**src/rtl/wdi_cfg.svh**
```systemverilog
`ifndef WDI_CFG_SVH
`define WDI_CFG_SVH

// Register addresses on the plain port
`define WDI_ADDR_ENABLE 2'h0
`define WDI_ADDR_FLAGS 2'h1
`define WDI_ADDR_PEND 2'h2
`define WDI_ADDR_CTRL 2'h3

// Enable register bit positions
`define WDI_EN_GLOBAL 7
`define WDI_EN_CURSOR 5
`define WDI_EN_YBRK 4
`define WDI_EN_LAST 3
`define WDI_EN_VRT 2

// Condition flag bit positions
`define WDI_FL_ODD 6
`define WDI_FL_CURSOR 5
`define WDI_FL_YBRK 4
`define WDI_FL_LAST 3
`define WDI_FL_VRT 2

// Pending bit of the second status register
`define WDI_PEND_BIT 7

// Control register: bit 0 is the software reset command
`define WDI_CTRL_SWRST 0

// Reset values
`define WDI_ENABLE_RST 8'h00
`define WDI_FLAGS_RST 4'h0
`define WDI_WIN_RST 7'h00
`define WDI_DELAY_RST 6'h00

`endif

```
**src/rtl/wdi_pkg.sv**
```systemverilog
package wdi_pkg;

    typedef enum logic [1:0] {
        WDI_DS_ACTIVE,
        WDI_DS_WAIT
    } wdi_delay_state_t;

endpackage : wdi_pkg

```
**src/rtl/wdi_int_logic.sv**
```systemverilog
// The implementer's own choices: the strobed register port and the register offsets.
`timescale 1ns/100ps
`include "wdi_cfg.svh"

// Overview of operation
// - Global enable set: interrupt output follows the pending flag.
// - Global enable clear: interrupt output stays low always.
// - Hardware reset and software reset clear every enable bit.
// - Cursor enable: after last break, window change sets cursor and pending flags.
// - Y break enable: tagged Y break sets pending, both fields alike.
// - Y break flag sets in retrace before a tagged window.
// - Terminator Y then terminator X break sets last-break flag and pending.
// - After last break no memory access until start delay expires.
// - Vertical retrace enable: blanking start sets retrace flag and pending.
// - Status read or resets clear flags 5..2; odd/even only by hardware reset.
// - A condition flag sets only when its enable bit is set.
// - Odd/even bit shows next field parity, valid through vertical period.
// - Pending sets on any enabled condition, clears on status read or reset.
// - Second status low bits report cursor window number, top priority.
// - Cursor window number valid from last break until delay expires.
// - Start delay is six bits of scan lines before list access.
module wdi_int_logic (
    input wire logic i_clk,
    input wire logic i_nrst,
    input wire logic [1:0] i_addr,
    input wire logic [7:0] i_wdata,
    input wire logic i_wr,
    input wire logic i_rd,
    input wire logic [5:0] i_start_delay,
    input wire logic i_line_tick,
    input wire logic i_ybrk_tagged,
    input wire logic i_ybrk_term,
    input wire logic i_xbrk_term,
    input wire logic i_xbrk_fetch,
    input wire logic i_vblank_start,
    input wire logic i_next_odd,
    input wire logic [6:0] i_cursor_win,
    output logic [7:0] o_rdata,
    output logic o_int,
    output logic o_mem_hold,
    output logic o_sw_reset
);

    // ----------------------------------------------------------------
    // Register port decode
    // ----------------------------------------------------------------
    logic wr_enable;
    logic wr_ctrl;
    logic rd_flags;
    logic sw_rst;

    assign wr_enable = i_wr && (i_addr == `WDI_ADDR_ENABLE);
    assign wr_ctrl = i_wr && (i_addr == `WDI_ADDR_CTRL);
    assign rd_flags = i_rd && (i_addr == `WDI_ADDR_FLAGS);
    assign sw_rst = wr_ctrl && i_wdata[`WDI_CTRL_SWRST];

    // ----------------------------------------------------------------
    // Interrupt enable register
    // ----------------------------------------------------------------
    logic [7:0] enable_reg;

    always_ff @(posedge i_clk or negedge i_nrst) begin
        if (!i_nrst) begin
            enable_reg <= `WDI_ENABLE_RST;
        end else if (sw_rst) begin
            enable_reg <= `WDI_ENABLE_RST;
        end else if (wr_enable) begin
            enable_reg <= i_wdata;
        end
    end

    logic en_global;
    logic en_cursor;
    logic en_ybrk;
    logic en_last;
    logic en_vrt;

    assign en_global = enable_reg[`WDI_EN_GLOBAL];
    assign en_cursor = enable_reg[`WDI_EN_CURSOR];
    assign en_ybrk = enable_reg[`WDI_EN_YBRK];
    assign en_last = enable_reg[`WDI_EN_LAST];
    assign en_vrt = enable_reg[`WDI_EN_VRT];

    // ----------------------------------------------------------------
    // Break sequence tracking
    // ----------------------------------------------------------------
    // A terminator Y break arms; the next X break fetch decides.
    logic yterm_seen_reg;
    logic last_break;

    always_ff @(posedge i_clk or negedge i_nrst) begin
        if (!i_nrst) begin
            yterm_seen_reg <= 1'b0;
        end else if (i_ybrk_term) begin
            yterm_seen_reg <= 1'b1;
        end else if (i_xbrk_fetch) begin
            yterm_seen_reg <= 1'b0;
        end
    end

    assign last_break = yterm_seen_reg && i_xbrk_fetch && i_xbrk_term;

    // ----------------------------------------------------------------
    // Start delay and cursor window capture
    // ----------------------------------------------------------------
    wdi_pkg::wdi_delay_state_t dstate_reg;
    logic [5:0] delay_cnt_reg;
    logic [6:0] win_reg;
    logic win_changed;

    always_ff @(posedge i_clk or negedge i_nrst) begin
        if (!i_nrst) begin
            dstate_reg <= wdi_pkg::WDI_DS_ACTIVE;
            delay_cnt_reg <= `WDI_DELAY_RST;
        end else begin
            unique case (dstate_reg)
                wdi_pkg::WDI_DS_ACTIVE: begin
                    if (last_break) begin
                        dstate_reg <= wdi_pkg::WDI_DS_WAIT;
                        delay_cnt_reg <= i_start_delay;
                    end
                end
                wdi_pkg::WDI_DS_WAIT: begin
                    if (i_line_tick) begin
                        if (delay_cnt_reg == `WDI_DELAY_RST) begin
                            dstate_reg <= wdi_pkg::WDI_DS_ACTIVE;
                        end else begin
                            delay_cnt_reg <= delay_cnt_reg - 6'h01;
                        end
                    end
                end
                default: begin
                    dstate_reg <= wdi_pkg::WDI_DS_ACTIVE;
                end
            endcase
        end
    end

    // Memory accesses are held off for the whole delay span
    assign o_mem_hold = (dstate_reg == wdi_pkg::WDI_DS_WAIT);

    always_ff @(posedge i_clk or negedge i_nrst) begin
        if (!i_nrst) begin
            win_reg <= `WDI_WIN_RST;
        end else if (last_break) begin
            // Held between captures so software can read it through the delay span
            win_reg <= i_cursor_win;
        end
    end

    // Compares the new window against the one reported last frame
    assign win_changed = last_break && (i_cursor_win != win_reg);

    // ----------------------------------------------------------------
    // Condition flags and pending
    // ----------------------------------------------------------------
    logic [3:0] set_vec;
    logic [3:0] flag_vec;
    logic any_set;
    logic pending;

    // Each flag is gated by its own enable bit
    assign set_vec[3] = en_cursor && win_changed;
    assign set_vec[2] = en_ybrk && i_ybrk_tagged;
    assign set_vec[1] = en_last && last_break;
    assign set_vec[0] = en_vrt && i_vblank_start;
    assign any_set = |set_vec;

    genvar gi;
    generate
        for (gi = 0; gi < 4; gi++) begin : g_flag
            wdi_sticky_flag u_flag (
                .i_clk(i_clk),
                .i_nrst(i_nrst),
                .i_set(set_vec[gi]),
                .i_clr(rd_flags || sw_rst),
                .o_flag(flag_vec[gi])
            );
        end
    endgenerate

    wdi_sticky_flag u_pending (
        .i_clk(i_clk),
        .i_nrst(i_nrst),
        .i_set(any_set),
        .i_clr(rd_flags || sw_rst),
        .o_flag(pending)
    );

    // ----------------------------------------------------------------
    // Odd/even field flag (not cleared by reads)
    // ----------------------------------------------------------------
    logic odd_reg;

    always_ff @(posedge i_clk or negedge i_nrst) begin
        if (!i_nrst) begin
            odd_reg <= 1'b0;
        end else begin
            odd_reg <= i_next_odd;
        end
    end

    // ----------------------------------------------------------------
    // Interrupt output
    // ----------------------------------------------------------------
    always_ff @(posedge i_clk or negedge i_nrst) begin
        if (!i_nrst) begin
            o_int <= 1'b0;
        end else begin
            o_int <= en_global && (pending || any_set);
        end
    end

    // ----------------------------------------------------------------
    // Read data, one cycle after the strobe
    // ----------------------------------------------------------------
    logic [7:0] rdata_next;

    always_comb begin
        rdata_next = 8'h00;
        unique case (i_addr)
            `WDI_ADDR_FLAGS: begin
                rdata_next[`WDI_FL_ODD] = odd_reg;
                rdata_next[`WDI_FL_CURSOR] = flag_vec[3];
                rdata_next[`WDI_FL_YBRK] = flag_vec[2];
                rdata_next[`WDI_FL_LAST] = flag_vec[1];
                rdata_next[`WDI_FL_VRT] = flag_vec[0];
            end
            `WDI_ADDR_PEND: begin
                rdata_next[`WDI_PEND_BIT] = pending;
                rdata_next[6:0] = win_reg;
            end
            default: begin
                rdata_next = 8'h00;
            end
        endcase
    end

    always_ff @(posedge i_clk or negedge i_nrst) begin
        if (!i_nrst) begin
            o_rdata <= 8'h00;
        end else if (i_rd) begin
            o_rdata <= rdata_next;
        end else begin
            o_rdata <= 8'h00;
        end
    end

    always_ff @(posedge i_clk or negedge i_nrst) begin
        if (!i_nrst) begin
            o_sw_reset <= 1'b0;
        end else begin
            o_sw_reset <= sw_rst;
        end
    end

    // ----------------------------------------------------------------
    // Checks
    // ----------------------------------------------------------------
    // A set in the same cycle as a clear wins, so clear checks exclude it
    chk_int_global_off: assert property (@(posedge i_clk) disable iff (!i_nrst)
        !en_global |=> !o_int)
        else $error("interrupt high with global enable clear");

    chk_int_follows_pend: assert property (@(posedge i_clk) disable iff (!i_nrst)
        (en_global && pending) |=> o_int)
        else $error("interrupt low while pending and enabled");

    chk_int_needs_pend: assert property (@(posedge i_clk) disable iff (!i_nrst)
        (!pending && !any_set) |=> !o_int)
        else $error("interrupt high with nothing pending");

    chk_enable_swreset: assert property (@(posedge i_clk) disable iff (!i_nrst)
        sw_rst |=> (enable_reg == 8'h00))
        else $error("enables not cleared by software reset");

    chk_flags_read_clr: assert property (@(posedge i_clk) disable iff (!i_nrst)
        (rd_flags && !any_set) |=> (flag_vec == 4'h0) && !pending)
        else $error("flags not cleared by status read");

    chk_swrst_clr: assert property (@(posedge i_clk) disable iff (!i_nrst)
        (sw_rst && !any_set) |=> (flag_vec == 4'h0) && !pending)
        else $error("flags not cleared by software reset");

    chk_odd_kept_read: assert property (@(posedge i_clk) disable iff (!i_nrst)
        (rd_flags && i_next_odd == odd_reg) |=> $stable(odd_reg))
        else $error("odd flag disturbed by status read");

    chk_odd_follows_in: assert property (@(posedge i_clk) disable iff (!i_nrst)
        1'b1 |=> (odd_reg == $past(i_next_odd)))
        else $error("odd flag does not track next field");

    chk_flag_needs_en: assert property (@(posedge i_clk) disable iff (!i_nrst)
        (!en_vrt && !set_vec[0] && (flag_vec[0] == 1'b0)) |=> !flag_vec[0])
        else $error("retrace flag set while disabled");

    chk_vrt_flag_set: assert property (@(posedge i_clk) disable iff (!i_nrst)
        (en_vrt && i_vblank_start) |=> flag_vec[0] && pending)
        else $error("retrace flag not raised");

    chk_ybrk_flag_set: assert property (@(posedge i_clk) disable iff (!i_nrst)
        (en_ybrk && i_ybrk_tagged) |=> flag_vec[2] && pending)
        else $error("y break flag not raised");

    chk_cursor_flag_set: assert property (@(posedge i_clk) disable iff (!i_nrst)
        (en_cursor && win_changed) |=> flag_vec[3] && pending)
        else $error("cursor window flag not raised");

    chk_pend_any_set: assert property (@(posedge i_clk) disable iff (!i_nrst)
        any_set |=> pending)
        else $error("pending not set by enabled condition");

    chk_pend_rdata: assert property (@(posedge i_clk) disable iff (!i_nrst)
        (i_rd && i_addr == `WDI_ADDR_PEND) |=> (o_rdata == {$past(pending), $past(win_reg)}))
        else $error("pending register read data wrong");

    chk_hold_after_last: assert property (@(posedge i_clk) disable iff (!i_nrst)
        (last_break && dstate_reg == wdi_pkg::WDI_DS_ACTIVE) |=> o_mem_hold)
        else $error("memory hold missing after last break");

    chk_delay_load: assert property (@(posedge i_clk) disable iff (!i_nrst)
        (last_break && !o_mem_hold) |=> (delay_cnt_reg == $past(i_start_delay)))
        else $error("start delay not loaded");

    chk_delay_count_down: assert property (@(posedge i_clk) disable iff (!i_nrst)
        (o_mem_hold && i_line_tick && delay_cnt_reg != `WDI_DELAY_RST)
        |=> o_mem_hold && (delay_cnt_reg == $past(delay_cnt_reg) - 6'h01))
        else $error("start delay not counting down");

    chk_delay_exit: assert property (@(posedge i_clk) disable iff (!i_nrst)
        (o_mem_hold && i_line_tick && delay_cnt_reg == `WDI_DELAY_RST) |=> !o_mem_hold)
        else $error("memory hold not released at delay end");

    chk_last_flag_set: assert property (@(posedge i_clk) disable iff (!i_nrst)
        (en_last && last_break) |=> flag_vec[1] ##0 pending)
        else $error("last break flag not raised");

    chk_win_capture: assert property (@(posedge i_clk) disable iff (!i_nrst)
        last_break |=> (win_reg == $past(i_cursor_win)))
        else $error("cursor window not captured");

    chk_win_report_hold: assert property (@(posedge i_clk) disable iff (!i_nrst)
        !last_break |=> $stable(win_reg))
        else $error("cursor window changed between captures");

endmodule : wdi_int_logic

```
**src/rtl/wdi_sticky_flag.sv**
```systemverilog
`timescale 1ns/100ps

// Sticky event flag: set wins over clear in the same cycle.
module wdi_sticky_flag (
    input wire logic i_clk,
    input wire logic i_nrst,
    input wire logic i_set,
    input wire logic i_clr,
    output logic o_flag
);

    always_ff @(posedge i_clk or negedge i_nrst) begin
        if (!i_nrst) begin
            o_flag <= 1'b0;
        end else if (i_set) begin
            o_flag <= 1'b1;
        end else if (i_clr) begin
            o_flag <= 1'b0;
        end
    end

endmodule : wdi_sticky_flag

```
**config.mk**
```make
export PLATFORM = sky130hd
export DESIGN_NAME = wdi_int_logic
export DESIGN_NICKNAME = d
export VERILOG_FILES = /design/src/rtl/wdi_pkg.sv /design/src/rtl/wdi_int_logic.sv /design/src/rtl/wdi_sticky_flag.sv
export VERILOG_INCLUDE_DIRS = /design/src /design/src/rtl
export SDC_FILE = /design/constraint.sdc
export NUM_CORES = 1
export LEC_CHECK = 0
export BUFFER_PORTS_ARGS = -buffer_cell sky130_fd_sc_hd__buf_2
export CORE_MARGIN = 2
export CORE_UTILIZATION = 25
export CTS_CLUSTER_SIZE = 12
export DETAILED_ROUTE_END_ITERATION = 6
export PLACE_DENSITY = 0.49
export SLEW_MARGIN = 10
export SYNTH_ARGS = -nofsm -noshare
export SYNTH_HDL_FRONTEND = slang
export SYNTH_SLANG_ARGS = --single-unit
```
**constraint.sdc**
```tcl
create_clock -name i_clk -period 1.3 [get_ports i_clk]
set_input_delay 0.065 -clock i_clk [delete_from_list [all_inputs] [get_ports i_clk]]
set_output_delay 0.065 -clock i_clk [all_outputs]
set_load 0.1 [all_outputs]
```
# [Word-level counts from Yosys, hierarchy flattened]
# Index checks and enable logic that the tools add are counted.
[word_totals] ff_bits=40 inputBits=34 output_inout_bits=11 elab_cells=74
[classes] addsub=1 n_eq_ne=9 mux=22 n_reduce_logical=28
[op_table] operator="$mux 8" n=3
[op_table] operator="$mux 6" n=3
[op_table] operator="$reduce_bool 2->1" n=8
[op_table] operator="$logic_and 1x1->1" n=12
[op_table] operator="$pmux 6 s2" n=1
[op_table] operator="$pmux 5 s2" n=1
[op_table] operator="$mux 1" n=9
[op_table] operator="$mux 2" n=4
[op_table] operator="$ne 7x7->1" n=1
[op_table] operator="$logic_not 6->1" n=1
[op_table] operator="$ne 2x2->1 const B" n=3
[op_table] operator="$sub 6x1->6 const B" n=1
[op_table] operator="$eq 2x1->1 const B" n=2
[op_table] operator="$eq 2x2->1 const B" n=2
[op_table] operator="$logic_not 2->1" n=2
[op_table] operator="$pmux 2 s2" n=1
[op_table] operator="$reduce_and 4->1" n=1
[op_table] operator="$reduce_or 4->1" n=1
[op_table] operator="$reduce_and 3->1" n=1
[op_table] operator="$logic_or 1x1->1" n=2
[op_table] operator="$ne 2x1->1 const B" n=1

# [Depth between registers and ports, before layout]
# Gate-level depths: netlist of run 1.
[depth] ltp_word=7 ltp_mapped=6 ltp_nobuf=5

# [Modules after synthesis]
# From an unflattened synthesis of run 1, not the netlist that was laid out.
[unflattened] hier_cells=162 hier_area_um2=1712.9
[modules_own_cells] module="wdi_int_logic" instances=1 cells_per_inst=147 area_per_inst_um2=1531.5 seq_area_each_um2=775.7
[modules_own_cells] module="wdi_sticky_flag" instances=5 cells_per_inst=3 area_per_inst_um2=36.3 seq_area_each_um2=25.0

# [Least setup slack after synthesis of run 1]
# Ideal clock, no wire load.
[synth_path] kind="reg2reg" from="register dstate_reg[0]" to="register delay_cnt_reg[3]" setup_time_ps=122 t_arrival_ps=1817 t_required_ps=1178 slack_ps=-638 path_stages_with_launch=7 path_buffers=2 period_less_slack_ps=1938 cell_sequence="dfrtp_1 buf_6 nor2b_4 a32oi_4 buf_6 a32oi_1 nand2_1"
[synth_between] elab_chain_len=3 word_cells_on_any_way=8 classes_between="eq/ne: 4; mux: 1; reduce/logical: 3"
[synth_lines] element="from (decl)" line_no="wdi_int_logic.sv:106" rtl="wdi_pkg::wdi_delay_state_t dstate_reg;"
[synth_lines] element="from (signal assigned)" line_no="wdi_int_logic.sv:113" rtl="dstate_reg <= wdi_pkg::WDI_DS_ACTIVE;"
[synth_lines] element="from (signal assigned)" line_no="wdi_int_logic.sv:119" rtl="dstate_reg <= wdi_pkg::WDI_DS_WAIT;"
[synth_lines] element="from (signal assigned)" line_no="wdi_int_logic.sv:126" rtl="dstate_reg <= wdi_pkg::WDI_DS_ACTIVE;"
[synth_lines] element="$eq 2x1->1 / $logic_not 2->1 (equally long branches)" line_no="wdi_int_logic.sv:116" rtl="unique case (dstate_reg)"
[synth_lines] element="$ne 2x2->1 (no line) / $reduce_bool 2->1 (equally long branches)"
[synth_lines] element="$reduce_and 4->1 (no line)"
[synth_lines] element="to (signal assigned)" line_no="wdi_int_logic.sv:114" rtl="delay_cnt_reg <= `WDI_DELAY_RST;"
[synth_lines] element="to (signal assigned)" line_no="wdi_int_logic.sv:120" rtl="delay_cnt_reg <= i_start_delay;"
[synth_lines] element="to (signal assigned)" line_no="wdi_int_logic.sv:128" rtl="delay_cnt_reg <= delay_cnt_reg - 6'h01;"
[synth_lines] element="to (decl)" line_no="wdi_int_logic.sv:107" rtl="logic [5:0] delay_cnt_reg;"
# Several ways; a longest one is shown, not always the timed one.
# A chain may end at the register's enable or synchronous reset.

# [Worst setup path after layout of run 1]
[layout_path] from="register delay_cnt_reg[0]" to="register delay_cnt_reg[5]"
[layout_between] elab_chain_len=4 word_cells_on_any_way=7 classes_between="add/sub: 1; eq/ne: 1; mux: 3; reduce/logical: 2"
[layout_lines] element="$sub 6x1->6" line_no="wdi_int_logic.sv:128"
[layout_lines] element="$mux 6" line_no="wdi_int_logic.sv:125" rtl="if (delay_cnt_reg == `WDI_DELAY_RST) begin"
[layout_lines] element="$mux 6" line_no="wdi_int_logic.sv:124" rtl="if (i_line_tick) begin"
[layout_lines] element="$pmux 6 s2" line_no="wdi_int_logic.sv:116"
# Several ways; a longest one is shown, not always the timed one. The select of a mux whose other input is x is not followed.

==> out/results.ini, run 1 <==
[global_route]
grt_pass1_vias = 1359
grt_max_degree = 19
globalRouteTotalUtil_pct = 11.3
grt_pass1_wl_mm = 6.53
overflow = 0
antenna_found_initial = 0

[power_and_ir_drop]
ir_drop_uv = 511
total_power_mw = 4.11
p_leak_nw = 1.23
powerDensity_nw_per_um2 = 1650

[critical_path]
worstSetupEndpointType = register
crit_chain = buf_6 > or3_4 > o31ai_2 > nand2_1 > a22o_1
reg2reg_setup_slack_ps = -140
max_stage_delay_ps = 390
start_kind = register
cp_slowest_cell = dfrtp_1
path_class = reg -> reg
startpoint = delay_cnt_reg[0]$_DFFE_PN0P_
crit_required_ps = 1480
r2r-start = delay_cnt_reg[0]$_DFFE_PN0P_
crit_fanout = 2
worst_ep_arrival_time_ps = 1620

[sta]
timing.final.crit_share_pct = 111
rsz0062_at_grt = true
fin_skew_ps = 4.22
relSlewSlack_pct = 67.1
min_period_ps = 1440
hold_viol = 0
finalSetupViolCount = 7
worst_slew_pin_slew_ps = 498
finalWorstSetupSlack_ps = -141
fmax_ghz = 0.694
drv_slew = 0
setup_tns_ps = -622

[final_layout]
area_growth_pct = 43.5
drive_gt1_share_pct = 41.3
diodes = 0
fin_nets = 269
largest_reg_flops = 8
fill_cells = 704

[clock_tree]
cts_sinks = 36
root_buffer = clkbuf_8
clk_path_buf_depth = 2
cts_setup_buffers = 0
cts_tree = built
numCtsBuffers = 5
clk_pin_slew_worst_paths_ps = 70
clk_latency_ps = 280
h-tree-depth = 2

[route]
wl_mm = 3.98
first_pass_iters = 4
drtIter0Drc = 17
num_vias = 1408
ant_nets = 0
wl_per_cell_um = 12.8
viasPerCell = 4.54
drc = 0

[synth]
synth_warnings = 0
netlist_area_sq_um = 1740
synth_fp_nets = 194
yosysTopAreaCell = dfrtp_1
syn_avg_cell_area_sq_um = 11.3
netlist_instances = 154
synth_top_cell_area_share_pct = 51.8
synthTopCellsByArea = dfrtp_1, mux2_2, ha_1
yosys_register_bits = 36
synth.distinct_cells = 35
yosysSeqAreaShare_pct = 51.8

[run]
maxCapViolations = 0

[place]
io_buffers = 42
place.gp.congestion = 0.713
hpwl_mm = 2.93
dp_slack_ps = -171

[run_status]
outcome = finished, violations left
violations = setup timing

[hold_path]
hold_start = i_ybrk_tagged
hp-class = in -> reg

[floorplan]
start_util_pct = 25.7
coreArea_sq_um = 6760
pin_count = 45
core.rowCount = 30
die_width_um = 87.4
die_h_um = 87.4
die_area_sq_um = 7630

cell type report:
type | instances | area (sq um) | area share [%]
timing repair buffer | 72 | 477 | 19.1
inverter | 9 | 33.8 | 1.35
clock buffer | 5 | 68.8 | 2.76
tap | 80 | 100 | 4.01
sequential | 36 | 905 | 36.3
clock inverter | 3 | 90.1 | 3.61
multi-input combinational | 105 | 820 | 32.9
final timing paths:
kind / depth (start not counted) / endpoint
max: 5 / delay_cnt_reg[5]$_DFFE_PN0P_
min: 2 / g_flag[2].u_flag.o_flag$_DFFE_PN0P_
max reg2reg: 5 / delay_cnt_reg[5]$_DFFE_PN0P_
min reg2reg: 2 / g_flag[1].u_flag.o_flag$_DFFE_PN0P_
max in group asynchronous: 3 / enable_reg[2]$_DFFE_PN0P_
min in group asynchronous: 2 / win_reg[2]$_DFFE_PN0N_
metrics by stage:
stage | instances | hold slack, ps | area, sq um | utilization [%]
floorplan | 154 | -231 | 1740 | -
global placement | 297 | -75.3 | 2240 | 33.1
detailed placement | 297 | -73.1 | 2240 | 33.1
CTS | 309 | 5.53 | 2460 | 36.5
global route | 310 | 13.9 | 2490 | 36.9
finish | 310 | 19.4 | 2490 | 36.9
cell families after synthesis:
logic type | synth area share (%)
AND/OR/NAND/NOR | 18.6
multiplexers | 6.26
adder cells (fa/ha/maj) | 4.32
flip-flops | 51.8
XOR/XNOR | 3.53
buffers and inverters | 4.03
AO/OA/AOI/OAI | 11.4
Yosys cell counts:
cell type  number
nand4_1         3
o21ai_0         1
nor3b_1         1
nor3_2          1
nand3b_1        4
inv_1           9
xnor2_1         7
nand2_1        19
o211ai_1        2
a32oi_4         1
and4b_1         1
buf_2           2
a22o_1          3
clkbuf_1        1
or3_4           1
a21oi_1         6
a21o_1          1
mux2_2          7
a32oi_1         1
dfrtp_1        36
a41oi_1         2
nand4b_4        1
and3_1          5
o32ai_1         1
a22oi_1         6
nand3_1         9
nor2_1          7
buf_6           2
ha_1            6
or2b_2          1
nor2b_1         1
nor2b_4         1
mux2i_1         3
o31ai_1         1
nand4b_1        1
critical path, delay by kind of cell (launching register included):
| kind | cells | cell delay, ps |
|---|---|---|
| simple gates | 2 | 450 |
| flops | 1 | 390 |
| buf+inv | 1 | 120 |
| compound gates | 2 | 380 |
cells in the final DEF, fill, tap and decap left out, types with 2 or more instances in the layout:
master / netlist / layout
mux2_2: 7 / 7
buf_2: 2 / 41
buf_4: 0 / 24
nand3b_1: 4 / 4
nor2_1: 7 / 7
bufinv_16: 0 / 3
mux2i_1: 3 / 3
a21oi_1: 6 / 6
and3_1: 5 / 5
dfrtp_1: 36 / 35
buf_12: 0 / 2
nand2_1: 19 / 19
ha_1: 6 / 5
nand4_1: 3 / 3
o211ai_1: 2 / 2
a22oi_1: 6 / 6
xnor2_1: 7 / 7
inv_1: 9 / 9
a22o_1: 3 / 3
clkbuf_8: 0 / 5
dlygate4sd3_1: 0 / 4
nand3_1: 9 / 9
power breakdown:
part	switching (mW)	total, mW	leakage (nW)	internal (mW)
Combinational	0.628	1.27	0.704	0.642
Sequential	0.149	1.47	0.443	1.32
Clock	0.407	1.37	0.0784	0.960
per-layer routing:
| metal | up-vias | track usage, % | share of wire [%] |
|---|---|---|---|
| met4 | 0 | 5.03 | 1.6 |
| met1 | 670 | 14.6 | 46 |
| li1 | 703 | - | - |
| met5 | - | 0 | 0 |
| met2 | 31 | 17.6 | 47 |
| met3 | 4 | 3.32 | 5.1 |
repair_timing:
action	in CTS	in global routing
endpoints found under the setup margin	7	9
pin swaps	7	5
gates cloned	1	0
hold endpoints to repair	38	1
hold buffers	3	1
resized for setup	4	3
No activity file was read; power rests on OpenSTA's default activity.
==> inputs of run 2 (changes only) <==
==> constraint.sdc (replaced) <==
create_clock -name i_clk -period 1.3 [get_ports i_clk]
set_input_delay 0.325 -clock i_clk [delete_from_list [all_inputs] [get_ports i_clk]]
set_output_delay 0.325 -clock i_clk [all_outputs]
set_load 0.1 [all_outputs]
==> run 2 against run 1 <==
Effect of this change: the flow still finishes with violations (setup timing); largest power group unchanged; cell area rose by 5.9%; non-clock buffer count grew 2; sequential share of layout area down 2.0 points; register-to-register slack got worse by 60 ps; worst setup slack got worse by 60 ps; sequential power about the same; first-iteration DRC count rose by 110%; power shrank 6.9%; worst hold slack better by 120 ps; final cell count increased by 0.65%; utilization increased by 2.2 points; critical path type unchanged; wire length up 1.1%; highest routed layer unchanged.
==> out/results.ini, run 2 (same netlist as run 1, synthesis figures left out) <==
[clock_tree]
clk_pin_slew_worst_paths_ps = 70  ; about the same
clk_path_buf_depth = 2  ; unchanged
numCtsBuffers = 5  ; unchanged
root_buffer = clkbuf_8
cts_sinks = 36  ; unchanged
h-tree-depth = 2  ; unchanged
cts_tree = built
clk_latency_ps = 290  ; about the same

[critical_path]
max_stage_delay_ps = 420  ; +30 ps
path_delay_family = flip-flops
crit_chain = nor3_4 > a32oi_4 > buf_4 > buf_6 > a22o_1
crit_buf_inv = 2  ; +1
cp_slowest_cell = dfrtp_1
start_kind = register
crit_fanout = 5  ; +3
worstSetupEndpointType = register
worst_ep_arrival_time_ps = 1680  ; +60 ps
crit_required_ps = 1480  ; about the same
path_class = reg -> reg

[power_and_ir_drop]
p_leak_nw = 1.25  ; +2.1%
ir_drop_uv = 560  ; +9.7%
powerDensity_nw_per_um2 = 1450  ; -12%

[place]
io_buffers = 42  ; unchanged
hpwl_mm = 3.00  ; +2.3%
numPlacedInstances = 296  ; -0.34%
place.gp.congestion = 0.761  ; +6.7%

[sta]
rsz0062_at_grt = true
drv_slew = 0  ; unchanged
worst_slew_pin_slew_ps = 378  ; -119 ps
relSlewSlack_pct = 74.8  ; +7.7 points
fin_skew_ps = 4.35  ; +0.130 ps
timing.final.crit_share_pct = 115  ; +4.6 points
fmax_ghz = 0.666  ; -4.0%
setup_tns_ps = -1010  ; -392 ps
finalSetupViolCount = 7  ; unchanged
min_period_ps = 1500  ; +59.9 ps
finalWorstSetupSlack_ps = -201  ; -59.9 ps
hold_viol = 0  ; unchanged

[global_route]
grt_pass1_wl_mm = 6.62  ; +1.4%
antenna_found_initial = 0  ; unchanged
grt_max_degree = 17  ; -2
grt_pass1_vias = 1377  ; +1.3%
overflow = 0  ; unchanged
globalRouteTotalUtil_pct = 11.5  ; +0.14 points

[route]
drc = 0  ; unchanged
viasPerCell = 4.49  ; -1.2%
drtIter0Drc = 36  ; +19
ant_nets = 0  ; unchanged
num_vias = 1400  ; -0.57%
wl_per_cell_um = 12.9  ; +0.46%
first_pass_iters = 6  ; +2
wl_mm = 4.02  ; +1.1%

[run_status]
outcome = finished, violations left
violations = setup timing

[floorplan]
die_width_um = 87.4  ; unchanged
coreArea_sq_um = 6760  ; unchanged
pin_count = 45  ; unchanged
die_area_sq_um = 7630  ; unchanged
die_h_um = 87.4  ; unchanged
start_util_pct = 25.7  ; unchanged
core.rowCount = 30  ; unchanged

[final_layout]
fill_cells = 667  ; -5.3%
instances_no_fill = 312  ; +0.65%
layout_common_cells = dfrtp_1, buf_2, buf_4
final_common_cell = dfrtp_1
fin_nets = 271  ; +0.74%
drive_gt1_share_pct = 44.0  ; +2.7 points
diodes = 0  ; unchanged
largest_reg_flops = 8  ; unchanged
area_growth_pct = 52.0

[run]
maxCapViolations = 0  ; unchanged

[hold_path]
hp-class = in -> reg

==> run 2: worst paths after layout <==
check | cells after the start | slack (ps) | start | endpoint
worst max-delay path | 5 | -200 | delay_cnt_reg[3]$_DFFE_PN0P_ | delay_cnt_reg[5]$_DFFE_PN0P_
worst min-delay path | 1 | 140 | i_next_odd | odd_reg$_DFF_PN0_
worst max register to register | 5 | -200 | delay_cnt_reg[3]$_DFFE_PN0P_ | delay_cnt_reg[5]$_DFFE_PN0P_
worst min register to register | 2 | 470 | g_flag[3].u_flag.o_flag$_DFFE_PN0P_ | g_flag[3].u_flag.o_flag$_DFFE_PN0P_
max in group asynchronous | 3 | 320 | i_nrst | win_reg[3]$_DFFE_PN0N_
min in group asynchronous | 2 | 480 | i_nrst | o_sw_reset$_DFF_PN0_
==> run 2: where the power goes <==
group,switching [mW],internal (mW),total (mW)
logic,0.639,0.720,1.36
clock network,0.411,0.567,0.978
registers,0.166,1.32,1.49
total,1.22,2.61,3.83
==> run 2: worst register-to-register path: cells and delay by family (launching register included) <==
family | cells | cell delay [ps]
buf+inv | 2 | 290
simple gates | 1 | 310
flops | 1 | 420
compound gates | 2 | 380
==> run 2: cell type report <==
type / count / area (sq um) / share of cell area (%)
sequential: 36 / 905 / 34.2
timing repair buffer: 74 / 649 / 24.6
tap: 80 / 100 / 3.79
clock buffer: 5 / 68.8 / 2.61
inverter: 9 / 33.8 / 1.28
clock inverter: 3 / 42.5 / 1.61
multi-input combinational: 105 / 842 / 31.9
==> run 2: what timing repair did <==
action,CTS,global route
resized for setup,7,10
pin swaps,9,5
setup endpoints to repair,8,10
endpoints found under the hold margin,14,0
setup buffers,0,6
hold buffers,1,0
gates cloned,1,0
==> run 2: routing by layer <==
layer | up-vias | routed length [um] | share of wire, % | global-route usage (%)
met5 | - | 0 | 0 | 0
met4 | 0 | 68 | 1.7 | 4.20
met3 | 7 | 155 | 3.9 | 3.51
met2 | 24 | 1930 | 48 | 17.7
met1 | 665 | 1870 | 47 | 15.1
li1 | 704 | - | - | -
==> run 2: through the flow <==
stage | util [%] | hold WS, ps | cell area (sq um) | power, mW | worst slack, ps
floorplan | - | 29.4 | 1740 | 2.14 | -291
global placement | 35.2 | 272 | 2380 | 2.69 | -182
detailed placement | 35.2 | 267 | 2380 | 2.71 | -207
CTS | 37.7 | 127 | 2550 | 3.78 | -160
global route | 39.1 | 129 | 2640 | 4.07 | -258
finish | 39.1 | 138 | 2640 | 3.83 | -201
==> inputs of run 3 (changes only) <==
Settings changed: GPL_TIMING_DRIVEN set to 0.
==> run 3 against run 2 <==
Effect of this change: the run still ends with setup timing left; first-iteration DRC count rose by 28%; combinational power fell by 31%; utilization fell by 4.8 points; cell area fell by 12%; final cell count fell by 6.1%; via count fell by 6.9%; die area did not move; count of clock-buffer cells in the layout rose by 1; critical path depth rose by 1; maximum frequency rose by 0.37%; clock power fell by 0.7%; register-to-register slack barely moved; critical path type unchanged.
==> out/results.ini, run 3 (same netlist as run 1, synthesis figures left out) <==
[critical_path]
crit_required_ps = 1520  ; +40 ps
cp_slowest_cell = dfrtp_4
startpoint = dstate_reg[0]$_DFFE_PN0P_
worst_ep_arrival_time_ps = 1710  ; +30 ps
start_kind = register
crit_chain = buf_6 > nand4b_4 > a32oi_4 > buf_6 > nand4b_1 > nand4_1
rr_worst_depth = 6  ; +1
path_class = reg -> reg
worstSetupEndpointType = register
r2r-start = dstate_reg[0]$_DFFE_PN0P_
crit_path_end = delay_cnt_reg[2]$_DFFE_PN0P_
timing.rr.end = delay_cnt_reg[2]$_DFFE_PN0P_
crit_fanout = 6  ; +1
timing.critical_path.mode_cell = buf_6
reg2reg_setup_slack_ps = -200  ; about the same
max_stage_delay_ps = 480  ; +60 ps

[clock_tree]
clk_latency_ps = 280  ; about the same
numCtsBuffers = 5  ; unchanged
cts_tree = built
root_buffer = clkbuf_8
ctsHoldBuffers = 0  ; -1
cts_sinks = 36  ; unchanged
clk_pin_slew_worst_paths_ps = 70  ; about the same
h-tree-depth = 2  ; unchanged
clk_path_buf_depth = 2  ; unchanged

[final_layout]
diodes = 0  ; unchanged
drive_gt1_share_pct = 38.0  ; -5.9 points
instances_no_fill = 293  ; -6.1%
final_common_cell = dfrtp_1
multi_input_area_sq_um = 795  ; -5.6%
layout_common_cells = dfrtp_1, buf_2, nand2_1
fin_nets = 252  ; -7.0%
regArea_sq_um = 905  ; unchanged
area_growth_pct = 33.3
largest_reg_flops = 8  ; unchanged
fill_cells = 728  ; +9.1%

[floorplan]
start_util_pct = 25.7  ; unchanged
die_area_sq_um = 7630  ; unchanged
coreArea_sq_um = 6760  ; unchanged
pin_count = 45  ; unchanged
core.rowCount = 30  ; unchanged
die_h_um = 87.4  ; unchanged
die_width_um = 87.4  ; unchanged

[sta]
hold_viol = 0  ; unchanged
min_period_ps = 1500  ; -5.56 ps
fmax_ghz = 0.669  ; +0.37%
finalSetupViolCount = 7  ; unchanged
timing.final.crit_share_pct = 115  ; -0.43 points
rsz0062_at_grt = true
worst_slew_pin_slew_ps = 814  ; +436 ps
relSlewSlack_pct = 45.7  ; -29 points
fin_skew_ps = 3.81  ; -0.532 ps
finalWorstSetupSlack_ps = -196  ; +5.56 ps
drv_slew = 0  ; unchanged

[global_route]
grt_pass1_wl_mm = 6.78  ; +2.5%
grt.met3_usage_pct = 3.41  ; -0.095 points
grt_max_degree = 37  ; +20
grt_pass1_vias = 1396  ; +1.4%
grt_util_met1_pct = 14.9  ; -0.20 points
globalRouteTotalUtil_pct = 11.5  ; about the same
top_usage_layer = met2
grtUsageMet2_pct = 18.0  ; +0.28 points
antenna_found_initial = 0  ; unchanged
overflow = 0  ; unchanged

[place]
hpwl_mm = 2.78  ; -7.5%
io_buffers = 42  ; unchanged
numPlacedInstances = 276  ; -6.8%
place.gp.congestion = 0.715  ; -6.0%

[route]
viasPerCell = 4.45  ; -0.82%
wl_mm = 3.92  ; -2.5%
drtIter0Drc = 46  ; +28%
num_vias = 1304  ; -6.9%
wl_per_cell_um = 13.4  ; +3.8%
drc = 0  ; unchanged
ant_nets = 0  ; unchanged
first_pass_iters = 4  ; -2

[run_status]
outcome = finished, violations left
violations = setup timing

[hold_path]
hp-class = in -> async

[run]
maxCapViolations = 0  ; unchanged

[power_and_ir_drop]
ir_drop_uv = 476  ; -15%
total_power_mw = 3.43  ; -10%
powerDensity_nw_per_um2 = 1480  ; +2.1%
p_leak_nw = 1.12  ; -10%

==> run 3: cell count changes in the layout (fill, tap and decap cells not counted), sizes merged <==
cell / before / now
clkinvlp: 1 / 0
a32oi: 3 / 2
dlygate4sd3: 1 / 0
buf: 73 / 56
clkbuf: 5 / 6
==> run 3: worst max-delay path, delay by kind of cell, from the launching register on <==
kind,cells,cell delay [ps]
DFF,1,480
and+or+nand+nor,3,360
AOI/OAI and AO/OA,1,300
buffers and inverters,2,290
==> run 3: repair_timing <==
action | in CTS | in global routing
gates cloned | 1 | 0
pin swaps | 8 | 5
resized for setup | 17 | 11
buffers inserted | 6 | 2
endpoints found under the setup margin | 25 | 18
==> run 3: metal layers <==
layer / wire length, um / share of wire, % / up-vias
met5: 0 / 0 / -
met4: 66 / 1.7 / 0
met2: 1840 / 47 / 24
met3: 155 / 4.0 / 5
li1: - / - / 656
met1: 1860 / 47 / 619
==> run 3: layout make-up <==
type | instances | area share, %
plain buffers | 5 | 2.32
clock buffers | 6 | 3.13
clock inverters | 2 | 1.51
inverters | 9 | 1.46
multi-input cells | 104 | 34.3
flip-flops and latches | 36 | 39.1
well taps | 80 | 4.32
repair buffers | 51 | 13.9
==> run 3: power breakdown <==
group	leakage (nW)	switching [mW]	internal (mW)	total (mW)
clock	0.0552	0.402	0.569	0.971
sequential	0.443	0.188	1.32	1.51
combinational	0.626	0.505	0.440	0.945
==> run 3: through the flow <==
stage          utilization (%)  setup TNS (ps)  hold WS [ps]  setup WS, ps  cell area (sq um)
2_1_floorplan                -           -1660          29.4          -291               1740
3_3_place_gp              30.4           -2460           435          -221               2050
3_5_place_dp              30.4           -2580           446          -215               2050
4_1_cts                   33.5           -1400           137          -210               2260
5_1_grt                   34.3           -1720           133          -289               2320
6_report                  34.3           -1180           124          -196               2320
==> run 3: how the worst min path moves through the flow <==
stage                           from                           end  slack, ps  depth (start not counted)
after floorplan               i_nrst  delay_cnt_reg[0]$_DFFE_PN0P_         30                          0
after CTS                 i_next_odd             odd_reg$_DFF_PN0_        140                          1
after global routing      i_next_odd             odd_reg$_DFF_PN0_        130                          1
after detailed placement  i_next_odd             odd_reg$_DFF_PN0_        450                          1
final                         i_nrst          o_sw_reset$_DFF_PN0_        120                          1
after global placement    i_next_odd             odd_reg$_DFF_PN0_        440                          1
